**config.mk**
```make
export PLATFORM = sky130hd
export DESIGN_NAME = hps_sequencer
export DESIGN_NICKNAME = d
export VERILOG_FILES = /design/src/logic/hps_pkg.sv /design/src/logic/hps_reg_if.sv /design/src/logic/hps_apb_regs.sv /design/src/logic/hps_qual_timer.sv /design/src/logic/hps_sequencer.sv
export VERILOG_INCLUDE_DIRS = /design/src /design/src/logic
export SDC_FILE = /design/constraint.sdc
export NUM_CORES = 1
export LEC_CHECK = 0
export ABC_AREA = 1
export BUFFER_PORTS_ARGS = -buffer_cell sky130_fd_sc_hd__clkbuf_2
export CAP_MARGIN = 10
export CORE_MARGIN = 2
export CORE_UTILIZATION = 40
export CTS_CLUSTER_DIAMETER = 50
export CTS_CLUSTER_SIZE = 12
export DETAILED_ROUTE_END_ITERATION = 7
export GPL_TIMING_DRIVEN = 1
export HOLD_SLACK_MARGIN = 0.12
export PLACE_DENSITY = 0.71
export SLEW_MARGIN = 20
export SYNTH_ARGS = -nofsm -noshare
export SYNTH_HDL_FRONTEND = slang
export SYNTH_HIERARCHICAL = 1
export SYNTH_SLANG_ARGS = --single-unit
```
**constraint.sdc**
```tcl
create_clock -name mclk -period 2 [get_ports mclk]
set_clock_uncertainty 0.05 [all_clocks]
set_input_delay 0.2 -clock mclk [delete_from_list [all_inputs] [get_ports mclk]]
set_output_delay 0.2 -clock mclk [all_outputs]
set_load 0.05 [all_outputs]
```
**src/logic/hps_cfg.svh**
```systemverilog
`ifndef HPS_CFG_SVH
`define HPS_CFG_SVH

// Qualification hold time and the cycle count it takes at the system clock.
`define HPS_QUAL_TIME_MS  100
`define HPS_CLK_KHZ       25000
`define HPS_QUAL_CYCLES   (`HPS_QUAL_TIME_MS * `HPS_CLK_KHZ)

// Register byte offsets.
`define HPS_OFF_CTRL      8'h00
`define HPS_OFF_ON        8'h04
`define HPS_OFF_FAULT     8'h08
`define HPS_OFF_STAT      8'h0C

// Control register fields and reset value.
`define HPS_CTRL_SEQ      0
`define HPS_CTRL_RETRY    1
`define HPS_CTRL_RST      4'h0

// Fault register fields.
`define HPS_FLT_UV        0
`define HPS_FLT_OC        1
`define HPS_FLT_PG        2

// First on-control bits set by the turn-on pin.
`define HPS_FIRST_SEQ     4'h1
`define HPS_FIRST_ALL     4'hF

`endif

```
**src/logic/hps_pkg.sv**
```systemverilog
package hps_pkg;

	typedef enum logic [3:0] {
		HPS_READY    = 4'b0000,
		HPS_RAMP_CHG = 4'b0001,
		HPS_RAMP_DIS = 4'b0010,
		HPS_PGI_CHG  = 4'b0011,
		HPS_PGI_DIS  = 4'b0100,
		HPS_RUN      = 4'b0101,
		HPS_COOL_CHG = 4'b0110,
		HPS_COOL_DIS = 4'b0111
	} hps_state_t;

	typedef struct packed {
		logic [3:0] gate_on;
		logic [3:0] breaker_arm;
		logic       tmr_100u;
		logic       tmr_10u;
		logic       tmr_2u;
		logic       tmr_dis;
		logic       ss_20u;
		logic       ss_2u;
		logic       ss_rst;
		logic       pg_n;
		logic       lrst_n;
	} hps_out_t;

endpackage

```
**src/logic/hps_reg_if.sv**
```systemverilog
interface hps_reg_if;
	import hps_pkg::*;

	logic       seq_en;
	logic [2:0] retry;
	logic       por;
	logic       on_wr;
	logic       fault_wr;
	logic [3:0] wdata;
	logic [3:0] on_ctrl;
	logic [3:0] on_stat;
	logic [2:0] fault;
	hps_state_t st;
	logic       busy;
	logic       qualified;
	logic       pg_ok;

	modport regs (output seq_en, retry, on_wr, fault_wr, wdata,
		input por, on_ctrl, on_stat, fault, st, busy, qualified, pg_ok);
	modport core (input seq_en, retry, on_wr, fault_wr, wdata,
		output por, on_ctrl, on_stat, fault, st, busy, qualified, pg_ok);
endinterface

```
**src/logic/hps_apb_regs.sv**
```systemverilog
`include "hps_cfg.svh"

module hps_apb_regs import hps_pkg::*; (
	input  wire logic        mclk,     // System clock.
	input  wire logic        resetn,   // Synchronous reset, active low.
	input  wire logic        psel,     // APB select.
	input  wire logic        penable,  // APB access phase.
	input  wire logic        pwrite,   // APB direction.
	input  wire logic [7:0]  paddr,    // APB byte address.
	input  wire logic [31:0] pwdata,   // APB write data.
	output logic      [31:0] prdata,   // APB read data.
	output logic             pready,   // APB ready.
	output logic             pslverr,  // APB error for unmapped offsets.
	hps_reg_if.regs          rif       // Control and status toward the core.
);
	typedef struct packed {
		logic [3:0]  ctrl;
		logic [31:0] prdata;
		logic        pready;
		logic        pslverr;
	} hps_apb_t;

	hps_apb_t s;
	hps_apb_t next_s;
	logic     wr;

	// A write lands only at the edge where the access phase sees pready.
	assign wr = psel && penable && pready && pwrite;
	assign rif.on_wr = wr && (paddr == `HPS_OFF_ON);
	assign rif.fault_wr = wr && (paddr == `HPS_OFF_FAULT);
	assign rif.wdata = pwdata[3:0];
	assign rif.seq_en = s.ctrl[`HPS_CTRL_SEQ];
	assign rif.retry = s.ctrl[`HPS_CTRL_RETRY +: 3];

	// Zero-wait slave: decode in setup, answer in the first access cycle.
	always_comb begin
		next_s = s;
		next_s.pready = 1'b0;
		next_s.pslverr = 1'b0;
		if (psel && !penable) begin
			next_s.pready = 1'b1;
			case (paddr)
				`HPS_OFF_CTRL: next_s.prdata = {28'h0000000, s.ctrl};
				`HPS_OFF_ON: next_s.prdata = {24'h000000, rif.on_stat, rif.on_ctrl};
				`HPS_OFF_FAULT: next_s.prdata = {29'h00000000, rif.fault};
				`HPS_OFF_STAT: next_s.prdata = {25'h0000000, rif.pg_ok, rif.qualified,
					rif.busy, rif.st};
				default: begin
					next_s.prdata = 32'h00000000;
					next_s.pslverr = 1'b1;
				end
			endcase
		end
		if (wr && paddr == `HPS_OFF_CTRL) begin
			next_s.ctrl = pwdata[3:0];
		end
		if (rif.por) begin
			next_s.ctrl = `HPS_CTRL_RST;
		end
	end

	always_ff @(posedge mclk) begin
		if (!resetn) begin
			s <= '0;
		end else begin
			s <= next_s;
		end
	end

	assign prdata = s.prdata;
	assign pready = s.pready;
	assign pslverr = s.pslverr;
endmodule

```
**src/logic/hps_qual_timer.sv**
```systemverilog
`include "hps_cfg.svh"

module hps_qual_timer import hps_pkg::*; #(
	parameter int CYCLES = `HPS_QUAL_CYCLES
) (
	input  wire logic mclk,    // System clock.
	input  wire logic resetn,  // Synchronous reset, active low.
	input  wire logic ok,      // All start conditions present.
	output logic      done     // Conditions held for the full interval.
);
	localparam int CW = $clog2(CYCLES + 1);

	typedef struct packed {
		logic [CW-1:0] cnt;
		logic          done;
	} hps_qt_t;

	hps_qt_t s;
	hps_qt_t next_s;

	// Saturating count that starts over whenever a condition drops.
	always_comb begin
		next_s = s;
		if (!ok) begin
			next_s.cnt = '0;
		end else if (s.cnt != CW'(CYCLES - 1)) begin
			next_s.cnt = s.cnt + CW'(1);
		end
		next_s.done = ok && (s.cnt == CW'(CYCLES - 1));
	end

	always_ff @(posedge mclk) begin
		if (!resetn) begin
			s <= '0;
		end else begin
			s <= next_s;
		end
	end

	assign done = s.done;
endmodule

```
**src/logic/hps_sequencer.sv**
```systemverilog
// Summary of operation
// - Switches stay off until 100 ms qualification.
// - Supplies above lockout; negative check needs config low.
// - Set fault bits block start unless retry enabled.
// - Internal supply rising clears faults and controls.
// - Software may clear faults and set retry.
// - Pin high sets on bits, together or sequenced.
// - Otherwise start on pin rise or command.
// - Turn-on enables timer and soft-start sources.
// - Open-loop ramping amplifier slows soft-start current.
// - Ignore current limit while timer charges; discharge.
// - Cycle end resets soft-start, arms breaker.
// - Sequenced mode launches next supply's cycle.
// - Command mode idles until next command.
// - All on and good: power-good, follow bus reset.
// - Downstream timeout cycle, sample input at end.
// - Early insertion keeps switches off, reset asserted.
// - Still limiting at cycle end: off, fault, cool-down.
// - Downstream low logs fault; high enters run.
//
// The register addresses and register access over APB are this design's own decisions.
`include "hps_cfg.svh"

module hps_sequencer import hps_pkg::*; #(
	parameter int QUAL_CYCLES = `HPS_QUAL_CYCLES
) (
	input  wire logic        mclk,                    // System clock, 25 MHz.
	input  wire logic        resetn,                  // Synchronous reset, active low.
	input  wire logic        psel,                    // APB select.
	input  wire logic        penable,                 // APB access phase.
	input  wire logic        pwrite,                  // APB direction.
	input  wire logic [7:0]  paddr,                   // APB byte address.
	input  wire logic [31:0] pwdata,                  // APB write data.
	output logic      [31:0] prdata,                  // APB read data.
	output logic             pready,                  // APB ready.
	output logic             pslverr,                 // APB error.
	input  wire logic        board_select_n,          // Board select, low to allow power.
	input  wire logic        turn_on_pin,             // Turn-on pin.
	input  wire logic        internal_low_supply_ok,  // Internal supply above lockout.
	input  wire logic [2:0]  input_uv_ok,             // 12V, 5V, 3.3V above lockout.
	input  wire logic        vee_uv_ok,               // Negative supply above lockout.
	input  wire logic        cfg_tied_low,            // Supply configuration pin tied low.
	input  wire logic        supply_uv_event,         // Undervoltage seen while on.
	input  wire logic [3:0]  breaker_trip,            // Circuit breaker comparators.
	input  wire logic [3:0]  current_limit,           // Supply actively current limited.
	input  wire logic [3:0]  amp_open_loop,           // Limit amplifier open loop.
	input  wire logic        outputs_good,            // All outputs within tolerance.
	input  wire logic        downstream_good_in,      // Downstream good input.
	input  wire logic        pci_reset_n,             // Backplane bus reset, active low.
	input  wire logic        timer_hi,                // Timer reached its high level.
	input  wire logic        timer_lo,                // Timer below its low level.
	output logic      [3:0]  gate_on,                 // Gate drive enables.
	output logic      [3:0]  breaker_arm,             // Breaker armed, limit raised.
	output logic             timer_src_100u,          // Start-up timer source.
	output logic             timer_src_10u,           // Downstream timeout source.
	output logic             timer_src_2u,            // Cool-down source.
	output logic             timer_discharge,         // Timer switch to ground.
	output logic             ss_src_20u,              // Soft-start normal source.
	output logic             ss_src_2u,               // Soft-start slow source.
	output logic             ss_reset,                // Soft-start switch to ground.
	output logic             power_good_out_n,        // Power good, active low.
	output logic             local_bus_reset_n        // Local bus reset, active low.
);
	typedef struct packed {
		hps_state_t st;
		logic [3:0] on_ctrl;
		logic [3:0] on_stat;
		logic [3:0] ramping;
		logic [2:0] fault;
		logic       ivs_d;
		logic       pin_d;
		logic       qual_d;
		hps_out_t   out;
	} hps_seq_t;

	localparam hps_out_t OUT_RST = '{ss_rst: 1'b1, pg_n: 1'b1, default: '0};

	hps_seq_t s;
	hps_seq_t next_s;
	hps_reg_if rif ();
	logic qual_ok;
	logic qualified;
	logic stop_c;
	logic pg_ok;
	logic [3:0] pending;

	hps_apb_regs u_regs (
		.mclk    (mclk),
		.resetn  (resetn),
		.psel    (psel),
		.penable (penable),
		.pwrite  (pwrite),
		.paddr   (paddr),
		.pwdata  (pwdata),
		.prdata  (prdata),
		.pready  (pready),
		.pslverr (pslverr),
		.rif     (rif.regs)
	);

	// Start conditions; board select is the backplane's final go-ahead.
	assign qual_ok = internal_low_supply_ok && (&input_uv_ok)
		&& (vee_uv_ok || !cfg_tied_low)
		&& !(|(s.fault & ~rif.retry))
		&& !board_select_n;

	hps_qual_timer #(
		.CYCLES (QUAL_CYCLES)
	) u_qual (
		.mclk   (mclk),
		.resetn (resetn),
		.ok     (qual_ok),
		.done   (qualified)
	);

	// Anything here forces every switch off at once.
	assign rif.por = internal_low_supply_ok && !s.ivs_d;
	// Board select is checked directly too, so removal does not wait for the qualifier.
	assign stop_c = !qualified || board_select_n || (s.pin_d && !turn_on_pin) || rif.por;
	assign pending = s.on_ctrl & ~s.on_stat;
	assign rif.on_ctrl = s.on_ctrl;
	assign rif.on_stat = s.on_stat;
	assign rif.fault = s.fault;
	assign rif.st = s.st;
	assign rif.busy = (s.st == HPS_RAMP_CHG) || (s.st == HPS_RAMP_DIS);
	assign rif.qualified = qualified;
	assign rif.pg_ok = !s.out.pg_n;

	// Sequencer: next state, on bits, faults and registered outputs.
	always_comb begin
		next_s = s;
		next_s.ivs_d = internal_low_supply_ok;
		next_s.pin_d = turn_on_pin;
		next_s.qual_d = qualified;
		// Clearing is allowed at any time; setting is blanked while ramping.
		if (rif.on_wr) begin
			next_s.on_ctrl = rif.busy ? (s.on_ctrl & rif.wdata) : rif.wdata;
			next_s.on_stat = s.on_stat & rif.wdata;
		end
		if (rif.fault_wr) begin
			next_s.fault = s.fault & rif.wdata[2:0];
			if (s.st == HPS_COOL_CHG || s.st == HPS_COOL_DIS) begin
				next_s.fault[`HPS_FLT_OC] = s.fault[`HPS_FLT_OC];
			end
		end
		// Pin high at qualification, or a later rising edge, starts turn-on.
		if (qualified && turn_on_pin && (!s.qual_d || !s.pin_d)) begin
			next_s.on_ctrl = rif.seq_en ? `HPS_FIRST_SEQ : `HPS_FIRST_ALL;
		end
		case (s.st)
			HPS_READY: begin
				if (qualified && |pending && !rif.on_wr) begin
					next_s.ramping = pending;
					next_s.st = HPS_RAMP_CHG;
				end else if (qualified && s.on_stat == 4'hF && outputs_good) begin
					next_s.st = HPS_PGI_CHG;
				end
			end
			HPS_RAMP_CHG: begin
				if (timer_hi) begin
					next_s.st = HPS_RAMP_DIS;
				end
			end
			HPS_RAMP_DIS: begin
				if (timer_lo) begin
					if (|(s.ramping & current_limit)) begin
						next_s.fault[`HPS_FLT_OC] = 1'b1;
						next_s.on_stat = 4'h0;
						next_s.st = HPS_COOL_CHG;
					end else begin
						next_s.on_stat = next_s.on_stat | s.ramping;
						if (rif.seq_en) begin
							next_s.on_ctrl = next_s.on_ctrl | {s.ramping[2:0], 1'b0};
						end
						next_s.st = HPS_READY;
					end
					next_s.ramping = 4'h0;
				end
			end
			HPS_PGI_CHG: begin
				if (timer_hi) begin
					next_s.st = HPS_PGI_DIS;
				end
			end
			HPS_PGI_DIS: begin
				if (timer_lo) begin
					if (downstream_good_in) begin
						next_s.st = HPS_RUN;
					end else begin
						next_s.fault[`HPS_FLT_PG] = 1'b1;
						next_s.on_stat = 4'h0;
						next_s.st = HPS_COOL_CHG;
					end
				end
			end
			HPS_RUN: begin
				if (next_s.on_stat != 4'hF) begin
					next_s.st = HPS_READY;
				end else if (!downstream_good_in) begin
					next_s.fault[`HPS_FLT_PG] = 1'b1;
					next_s.on_stat = 4'h0;
					next_s.st = HPS_COOL_CHG;
				end
			end
			HPS_COOL_CHG: begin
				if (timer_hi) begin
					next_s.st = HPS_COOL_DIS;
				end
			end
			HPS_COOL_DIS: begin
				if (timer_lo) begin
					next_s.st = HPS_READY;
				end
			end
			default: begin
				next_s.st = HPS_READY;
			end
		endcase
		// Breaker and undervoltage only count on supplies past their ramp.
		if (s.st != HPS_COOL_CHG && s.st != HPS_COOL_DIS) begin
			if (|(breaker_trip & s.on_stat)) begin
				next_s.fault[`HPS_FLT_OC] = 1'b1;
				next_s.on_stat = 4'h0;
				next_s.ramping = 4'h0;
				next_s.st = HPS_COOL_CHG;
			end else if (supply_uv_event && |s.on_stat) begin
				next_s.fault[`HPS_FLT_UV] = 1'b1;
				next_s.on_stat = 4'h0;
				next_s.ramping = 4'h0;
				next_s.st = HPS_COOL_CHG;
			end
		end
		// Losing a condition drops everything; sequencing restarts from 12V.
		if (stop_c) begin
			next_s.on_stat = 4'h0;
			next_s.ramping = 4'h0;
			if (next_s.st != HPS_COOL_CHG && next_s.st != HPS_COOL_DIS) begin
				next_s.st = HPS_READY;
			end
			if (s.pin_d && !turn_on_pin) begin
				next_s.on_ctrl = 4'h0;
			end else if (rif.seq_en) begin
				next_s.on_ctrl = next_s.on_ctrl & `HPS_FIRST_SEQ;
			end
		end
		if (rif.por) begin
			next_s.fault = 3'h0;
			next_s.on_ctrl = 4'h0;
			next_s.st = HPS_READY;
		end
		// Outputs follow the next state so each comes straight off a flop.
		next_s.out.gate_on = next_s.on_stat | next_s.ramping;
		next_s.out.breaker_arm = next_s.on_stat;
		next_s.out.tmr_100u = next_s.st == HPS_RAMP_CHG;
		next_s.out.tmr_10u = next_s.st == HPS_PGI_CHG;
		next_s.out.tmr_2u = next_s.st == HPS_COOL_CHG;
		next_s.out.tmr_dis = next_s.st inside {HPS_RAMP_DIS, HPS_PGI_DIS, HPS_COOL_DIS};
		next_s.out.ss_rst = !(next_s.st inside {HPS_RAMP_CHG, HPS_RAMP_DIS});
		next_s.out.ss_2u = !next_s.out.ss_rst && |(next_s.ramping & amp_open_loop);
		next_s.out.ss_20u = !next_s.out.ss_rst && !next_s.out.ss_2u;
		pg_ok = (next_s.st inside {HPS_PGI_CHG, HPS_PGI_DIS, HPS_RUN})
			&& next_s.on_stat == 4'hF && outputs_good;
		next_s.out.pg_n = !pg_ok;
		next_s.out.lrst_n = pg_ok && pci_reset_n;
	end

	always_ff @(posedge mclk) begin
		if (!resetn) begin
			s <= '{st: HPS_READY, out: OUT_RST, default: '0};
		end else begin
			s <= next_s;
		end
	end

	assign gate_on = s.out.gate_on;
	assign breaker_arm = s.out.breaker_arm;
	assign timer_src_100u = s.out.tmr_100u;
	assign timer_src_10u = s.out.tmr_10u;
	assign timer_src_2u = s.out.tmr_2u;
	assign timer_discharge = s.out.tmr_dis;
	assign ss_src_20u = s.out.ss_20u;
	assign ss_src_2u = s.out.ss_2u;
	assign ss_reset = s.out.ss_rst;
	assign power_good_out_n = s.out.pg_n;
	assign local_bus_reset_n = s.out.lrst_n;
endmodule
```
==> run metrics, run 1 <==
Fillers=1053; Synth top area share=31.9%; post-detail-place hpwl=9.22 mm; RePlAce Congestion=0.933; Yosys top cell by area=dfxtp_1; overall via count from detail_route=4790; CP Class=flop to flop; layout cells sized above 1=30.7%; worst vdd ir=0.462 mV; hold path start=internal_low_supply_ok; Antenna Violating Nets Remaining=0; Clock Tree Buf Depth=2; Initial Util=41.3%; # port buffers=69; Primary FF master, synth=dfxtp_1; Area Overhead vs Synth=31.8%; R2R depth=13; CTS Buf Count=9; HP Class=input pin to flop; Synth area leaders=dfxtp_1 (32%), nand2_1 (16%), inv_1 (7.9%), nor2_1 (6.7%), buf_4 (6.0%); asr flop ratio synth=0%; fmax=486 MHz; commonest non-fill, non-tap cell in the layout=nand2_1; floorplan die height=110 um; gr usage total=21.3%; Worst path max stage delay=0.35 ns; WL final=12.8 mm; Crit. path cell count=13; slowest CP cell=dfxtp_4; Final period util=103%; CTS tree=yes; EDFF count, synth=0; first drt pass iteration count=5; worst setup path startpoint=u_regs/pready$_SDFF_PN0_; Max-Cap Viols=0; remaining global-route overflow=0; #FFs+latches synth=72; Final Net Count=914; Power, Total=0.00314 W; unrepaired setup endpoints after global routing=true; final worst path period need=2.06 ns; Reg clk slew, reported paths=0.05 ns; Vias/cell=4.86; # IOs=122; P per Cell Area=527 nW/um^2; clock sink total=72; CP max FO=6; DRC=0; Core ar.=10900 sq um; Ant. Diodes=0; DIE AREA=12200 sq um; H-Tree Depth=3; most frequent cells in the layout=nand2_1 (180), inv_1 (90), nor2_1 (71); number of global-route vias before repair=4420; Hold Path Depth=3; Yosys Warn Count=6; status=finished, violations left; min setup slack post-route=-0.0570 ns; final hold violation count=0; worst-path cell chain=nand4_4 > nor4_4 > buf_12 > nand2_4 > nand2_4 > nor2_4 > nand2_2 > nor2_2 > nor2_2 > nand4_1 > a21oi_2 > nand2_2 > a21oi_2; CP Launch Type=flop; start of the worst register-to-register path=u_regs/pready$_SDFF_PN0_; unique cell type count in the Yosys netlist=41; WP data required=2.23 ns; routed wire length per instance=12.9 um; failing checks=negative setup slack; Worst-Skew Late Latency=0.34 ns; Final Core Density=54.4%; CTS Root Cell=clkbuf_16; crit end category=flop; first-pass GRT wire length=20.1 mm; Bufs and invs on worst path=1; Post-Syn Area=4520 sq um; syn avg cell area=6.35 sq um; Row Count=38; sequential share of the synthesized area=31.9%; Cells after Synth=711; initial drt markers=350; # setup viols final=6; Leak Pwr=2.65 nW; delay-heaviest family, CP=simple AND/OR/NAND/NOR gates; largest net degree at the start of global routing=20; die width=110 um; initial antenna violation count=0; count of pins over their slew limit=0; Worst Path Arrival=2.28 ns
[sequential cells by signal, summed over array words and instances, names as in the netlist, 3 cells and up]
register          cells
breaker_arm           4
gate_on               4
rif.fault             3
rif.on_ctrl           4
rif.st                4
s                     7
u_qual/s             22
u_regs/prdata         8
u_regs/rif.retry      3
[synthesized netlist by cell type, types with 5 or more instances]
| master | number |
|---|---|
| dfxtp_1 | 72 |
| a21oi_1 | 39 |
| nand2_1 | 194 |
| nor3_1 | 7 |
| nand4_1 | 12 |
| o21ai_1 | 5 |
| nand3_1 | 54 |
| nor2_1 | 80 |
| inv_2 | 9 |
| nor2_2 | 20 |
| o21ai_0 | 23 |
| nand2_2 | 10 |
| buf_4 | 36 |
| nand3_2 | 6 |
| o211ai_1 | 6 |
| nor2_4 | 8 |
| inv_1 | 95 |
[metal layers]
| layer | vias to the layer above | part of all wire (%) | global-route usage (%) |
|---|---|---|---|
| li1 | 2451 | - | - |
| met4 | 0 | 3.0 | 8.75 |
| met1 | 2103 | 43 | 26.3 |
| met5 | - | 0 | 0 |
| met3 | 38 | 7.8 | 5.23 |
| met2 | 198 | 46 | 35.5 |
[logic make-up after synthesis]
logic type,synth area share (%)
simple gates,40.7
buf+inv,15.5
compound gates,10.6
flops,31.9
xor+xnor,0.776
other cells,0.166
fa+ha+maj,0.277
[per-stage QoR]
step / setup WS, ns / setup TNS (ns) / hold WS [ns] / area [sq um] / cells
global route: -0.250 / -1.66 / 0.163 / 5950 / 986
CTS: -0.141 / -0.594 / 0.196 / 5740 / 980
finish: -0.0570 / -0.221 / 0.128 / 5950 / 986
detailed placement: -0.228 / -1.72 / 0.355 / 5170 / 944
global placement: -0.126 / -0.829 / 0.349 / 5170 / 944
floorplan: 0.00299 / 0 / 0.243 / 4620 / 734
[worst paths after layout]
path	end	slack, ns
max	ss_src_2u$_SDFF_PN0_	-0.06
min	s[19]$_SDFF_PN0_	0.13
max reg2reg	ss_src_2u$_SDFF_PN0_	-0.06
min reg2reg	u_regs/prdata[6]$_SDFFE_PN0P_	0.42
[final cells by class]
class                   instances  area (sq um)  area share [%]
multi-input cells             516          2730            45.9
flip-flops and latches         72          1450            24.4
repair buffers                138           943            15.8
inverters                     105           397            6.66
clock buffers                  10           229            3.85
well taps                     140           175            2.94
clock inverters                 5          25.0           0.420
[what timing repair did]
item	CTS	global route
endpoints found under the hold margin	7	0
pin swaps	26	13
gates cloned	0	1
hold buffers	7	0
resized for setup	40	44
setup endpoints to repair	11	39
buffers inserted	15	7
[tightest hold or removal path, cell delays in order]
cell	delay [ns]
dlymetal6s4s_1	0.19
nand2_1	0.06
inv_1	0.04
[power breakdown]
group | leakage, nW | internal, W | switching (W)
combinational | 1.94 | 0.0000811 | 0.000214
sequential | 0.585 | 0.00144 | 0.00000491
clock | 0.132 | 0.000820 | 0.000580
total | 2.65 | 0.00234 | 0.000799
No activity file was read; power rests on OpenSTA's default activity.
==> run 2: changes to the inputs <==
- CORE_ASPECT_RATIO: not set -> 1.5
==> run 2 against run 1 <==
  * The run still ends with negative setup slack left
  * Sequential cell count unchanged
  * Maximum frequency down 7.1%
  * Clock power up 16%
  * Sequential power about the same
  * Total power up 6.5%
  * Combinational power down 4%
  * Critical path type unchanged
==> run metrics, run 2 (synthesized netlist as in run 1, its figures left out) <==
WP data required=2.22 ns; largest register by flop count=u_qual/s; status=finished, violations left; post-detail-place hpwl=10.4 mm; crit end category=flop; Clock Tree Buf Depth=2; commonest non-fill, non-tap cell in the layout=nand2_1; # port buffers=69; Antenna Violating Nets Remaining=0; final hold slack=0.176 ns; Worst Path Arrival=2.44 ns; Worst-Skew Late Latency=0.34 ns; slowest CP cell=nor4_4; largest net degree at the start of global routing=20; Vias/cell=4.81; DIE AREA=12200 sq um; R2R depth=12; Final Net Count=909; remaining global-route overflow=0; die width=90.8 um; fmax=451 MHz; RePlAce Congestion=0.967; Area Overhead vs Synth=28.2%; # IOs=122; floorplan die height=134 um; count of pins over their slew limit=0; max reg flops=22; overall via count from detail_route=4754; first drt pass iteration count=5; most frequent cells in the layout=nand2_1 (181), inv_1 (92), nor2_1 (75); worst setup path endpoint=ss_src_2u$_SDFF_PN0_; Initial Util=41.1%; initial antenna violation count=0; first-pass GRT wire length=21.3 mm; number of global-route vias before repair=4667; fin cells=989; internal reg-to-reg setup slack=-0.21 ns; WL final=13.2 mm; final hold violation count=0; Leak Pwr=2.62 nW; CP Class=flop to flop; final worst path period need=2.21 ns; CTS Buf Count=9; H-Tree Depth=3; Final period util=111%; worst vdd ir=0.384 mV; gr usage total=22.1%; HP Class=input pin to flop; worst-path cell chain=nand4_4 > nor4_4 > nand2_1 > nand2_1 > nor2_4 > nand2_4 > nor2_4 > nor2_4 > nand4_1 > a21oi_2 > nand2_2 > a21oi_2; # setup viols final=11; start of the worst register-to-register path=u_regs/pready$_SDFF_PN0_; routed wire length per instance=13.3 um; worst setup path startpoint=u_regs/pready$_SDFF_PN0_; DRC=0; CTS tree=yes; Row Count=47; unrepaired setup endpoints after global routing=true; Worst path max stage delay=0.37 ns; crit-path most repeated cell=nor2_4; CP max FO=5; initial drt markers=200; Reg clk slew, reported paths=0.06 ns; Reg-to-Reg End=ss_src_2u$_SDFF_PN0_; Ant. Diodes=0; failing checks=negative setup slack; placed cells=958; P per Cell Area=578 nW/um^2; CTS Root Cell=clkbuf_16; clock sink total=72; min setup slack post-route=-0.215 ns; Core ar.=11000 sq um; layout cells sized above 1=27.8%; Max-Cap Viols=0; CP Launch Type=flop
## run 2: per-layer routing
| metal | global-route usage, % | vias to the layer above | wire, um |
|---|---|---|---|
| li1 | - | 2433 | - |
| met1 | 21.0 | 2091 | 4570 |
| met2 | 41.9 | 167 | 7000 |
| met3 | 4.38 | 63 | 708 |
| met4 | 15.7 | 0 | 903 |
| met5 | 0 | - | 0 |
## run 2: layout make-up
cell class | count | area, sq um
Clock buffer | 11 | 243
Clock inverter | 5 | 56.3
Fill cell | 1089 | 5210
Inverter | 105 | 394
Multi-Input combinational cell | 516 | 2600
Sequential cell | 72 | 1450
Tap cell | 147 | 184
Timing Repair Buffer | 133 | 863
## run 2: critical path: cells and delay by family, from the launching register on
kind / cells / cell delay (ns)
simple gates: 10 / 1.31
flops: 1 / 0.35
compound gates: 2 / 0.42
## run 2: metrics by stage
stage / util (%) / setup TNS [ns] / cell area, sq um / worst slack, ns / power (W)
after floorplan: - / 0 / 4620 / 0.00299 / 0.00169
after global routing: 52.6 / -2.98 / 5790 / -0.351 / 0.00345
after CTS: 51.7 / -0.820 / 5680 / -0.147 / 0.00337
after detailed placement: 47.5 / -1.49 / 5230 / -0.233 / 0.00174
after global placement: 47.5 / -1.07 / 5230 / -0.189 / 0.00174
final: 52.6 / -1.28 / 5790 / -0.215 / 0.00334
## run 2: how the worst min path moves through the flow
stage | from | end | slack [ns] | depth (start not counted)
floorplan | turn_on_pin | s[18]$_SDFF_PN0_ | 0.24 | 2
global route | resetn | s[19]$_SDFF_PN0_ | 0.20 | 4
global placement | turn_on_pin | s[18]$_SDFF_PN0_ | 0.36 | 3
CTS | resetn | s[19]$_SDFF_PN0_ | 0.17 | 4
detailed placement | turn_on_pin | s[18]$_SDFF_PN0_ | 0.37 | 3
finish | resetn | s[18]$_SDFF_PN0_ | 0.18 | 4
## run 2: report_power, final
group	switching [W]	internal, W	total (W)
Clock	0.000619	0.000997	0.00162
Combinational	0.000207	0.0000766	0.000283
Sequential	0.00000416	0.00144	0.00144
Total	0.000830	0.00251	0.00334
## run 2: what timing repair did
item	4_1_cts	5_1_grt
endpoints found under the setup margin	9	20
endpoints found under the hold margin	7	0
gates resized for setup	6	36
cloned	0	0
hold buffers	7	0
pin swaps	6	22
buffers inserted	10	4
==> run 3: changes to the inputs <==
- CORE_MARGIN: 2 -> 3
- GPL_TIMING_DRIVEN: 1 -> 0
- SETUP_SLACK_MARGIN: not set -> 0.2
==> run 3 against run 2 <==
  * The run still ends with negative setup slack left
  * Total power up 1.6%
  * Hold slack lost 0.026 ns
  * Register-to-register slack gained 0.06 ns
  * Routed wire length decreased by 0.24%
  * Sequential power barely moved
  * First-iteration DRC count grew 21%
  * Non-clock buffer count is 4 higher
  * Cell count increased by 0.20%
  * Sequential share of layout area is 0.13 points lower
  * Critical path depth unchanged
  * Global-route usage down 1.0 points
  * Sequential cell count unchanged
  * Critical endpoint is now ss_src_20u$_SDFF_PN0_
  * Largest cell class unchanged
  * Highest routed layer unchanged
==> run metrics, run 3 (synthesized netlist as in run 1, its figures left out) <==
WL final=13.1 mm; CTS tree=yes; post-place setup slack=-0.394 ns; first drt pass iteration count=5; crit end category=flop; Bufs and invs on worst path=0; # IOs=122; final hold slack=0.150 ns; hold path start=resetn; max reg flops=22; Antenna Violating Nets Remaining=0; CP Launch Type=flop; initial drt markers=242; start of the worst register-to-register path=u_regs/pready$_SDFF_PN0_; Area after DPL=5150 sq um; fmax=465 MHz; Final Core Density=54.0%; Final Net Count=914; max_slew headroom=63.2%; internal reg-to-reg setup slack=-0.15 ns; Reg clk slew, reported paths=0.06 ns; worst vdd ir=0.436 mV; hold worst-path end=s[19]$_SDFF_PN0_; P_sw=0.000818 W; Core ar.=10800 sq um; final hold violation count=0; number of global-route vias before repair=4537; Fillers=1130; Max-Cap Viols=0; final worst path period need=2.15 ns; met2 wire len=7.12 mm; slew of the pin with the lowest slew margin=0.550 ns; Leak Pwr=2.63 nW; CTS Buf Count=9; Worst Path Arrival=2.37 ns; DRC=0; Hold Path Depth=3; Clock Tree Buf Depth=2; CP Class=flop to flop; Power, Total=0.00340 W; status=finished, violations left; Row Count=46; DIE AREA=12600 sq um; CP max FO=5; die width=92.8 um; layout cells sized above 1=29.0%; Reg power frac=42.5%; worst-path cell chain=nand4_4 > nor4_4 > nand2_1 > nand2_2 > nor2_4 > nand2_2 > nor2_2 > nor2_2 > nand4_1 > a21oi_2 > nand2_2 > a21oi_1; delay-heaviest family, CP=simple AND/OR/NAND/NOR gates; Worst path max stage delay=0.35 ns; # setup viols final=9; commonest non-fill, non-tap cell in the layout=nand2_1; Metal-1 WL=4.58 mm; Switching Share=24.1%; failing checks=negative setup slack; Pint=0.00258 W; post-detail-place hpwl=10.2 mm; Initial Util=41.7%; Area Overhead vs Synth=29.3%; Worst-Skew Late Latency=0.34 ns; clock sink total=72; CTS Root Cell=clkbuf_16; overall via count from detail_route=4794; first-pass GRT wire length=20.7 mm; HP Class=input pin to flop; remaining global-route overflow=0; R2R depth=12; routed wire length per instance=13.3 um; design area=5840 sq um; count of pins over their slew limit=0; Logic pwr share=9.3%; Vias/cell=4.84; RePlAce Congestion=0.939; highest routed metal layer=met4; min setup slack post-route=-0.152 ns; floorplan die height=136 um; initial antenna violation count=0; largest net degree at the start of global routing=12; metal3 WL=699 um; crit-path most repeated cell=nand2_2; largest register by flop count=u_qual/s; P per Cell Area=582 nW/um^2; most frequent cells in the layout=nand2_1 (184), inv_1 (90), nor2_1 (71); WP data required=2.22 ns; clock share of power=48.2%; Reg-to-Reg End=ss_src_20u$_SDFF_PN0_; H-Tree Depth=3; gr usage total=21.1%; # port buffers=69; unrepaired setup endpoints after global routing=true; Ant. Diodes=0; slowest CP cell=dfxtp_4; Final period util=108%
## run 3: cell types whose count changed in the layout (fill, tap and decap cells not counted), sizes merged
cell    before  now
buf         57   60
clkinv       4    1
o21ai       29   30
clkbuf      80   84
## run 3: area by class of cell
| type | count | area (sq um) | share of cell area (%) |
|---|---|---|---|
| flip-flops and latches | 72 | 1450 | 24.9 |
| inverters | 105 | 394 | 6.75 |
| multi-input cells | 517 | 2610 | 44.7 |
| repair buffers | 96 | 592 | 10.1 |
| well taps | 144 | 180 | 3.09 |
| plain buffers | 41 | 309 | 5.29 |
| clock buffers | 14 | 264 | 4.52 |
| clock inverters | 2 | 37.5 | 0.643 |
## run 3: how the worst max path moves through the flow
stage,depth (start not counted),to,start,slack [ns]
final,12,ss_src_20u$_SDFF_PN0_,u_regs/pready$_SDFF_PN0_,-0.15
after global routing,12,ss_src_20u$_SDFF_PN0_,u_regs/pready$_SDFF_PN0_,-0.31
after CTS,12,ss_src_20u$_SDFF_PN0_,u_regs/pready$_SDFF_PN0_,-0.23
after detailed placement,16,local_bus_reset_n$_SDFF_PN0_,paddr[0],-0.39
after global placement,10,u_qual/s[9]$_SDFFE_PN0P_,internal_low_supply_ok,-0.45
after floorplan,15,local_bus_reset_n$_SDFF_PN0_,u_regs/pready$_SDFF_PN0_,0.005
## run 3: power groups by stage
stage          clock [W]  combinational (W)  sequential, W
5_1_grt          0.00172           0.000338        0.00144
2_1_floorplan          0           0.000208        0.00148
4_1_cts          0.00167           0.000311        0.00144
6_report         0.00164           0.000315        0.00144
3_3_place_gp           0           0.000297        0.00148
3_5_place_dp           0           0.000297        0.00148
## run 3: worst register-to-register path: cells and delay by family (launching register included)
kind	cells	cell delay (ns)
flip-flops	1	0.35
AND/OR/NAND/NOR	10	1.27
AO/OA/AOI/OAI	2	0.43
## run 3: metrics by stage
| step | std cells | setup TNS [ns] |
|---|---|---|
| final | 991 | -0.928 |
| after global routing | 991 | -2.58 |
| after CTS | 988 | -1.47 |
| after detailed placement | 947 | -5.14 |
| after global placement | 947 | -6.46 |
| after floorplan | 734 | 0 |
## run 3: routing by layer
layer  track usage, %  vias up
met5                0        -
met4             14.2        0
met3             4.26       51
met2             40.8      172
met1             19.6     2114
li1                 -     2457
## run 3: timing repair
item,CTS,global route
buffers inserted,18,2
cloned,0,1
pin swaps,17,8
resized for setup,29,31
setup endpoints to repair,41,41
endpoints found under the hold margin,7,0
hold buffers,7,0
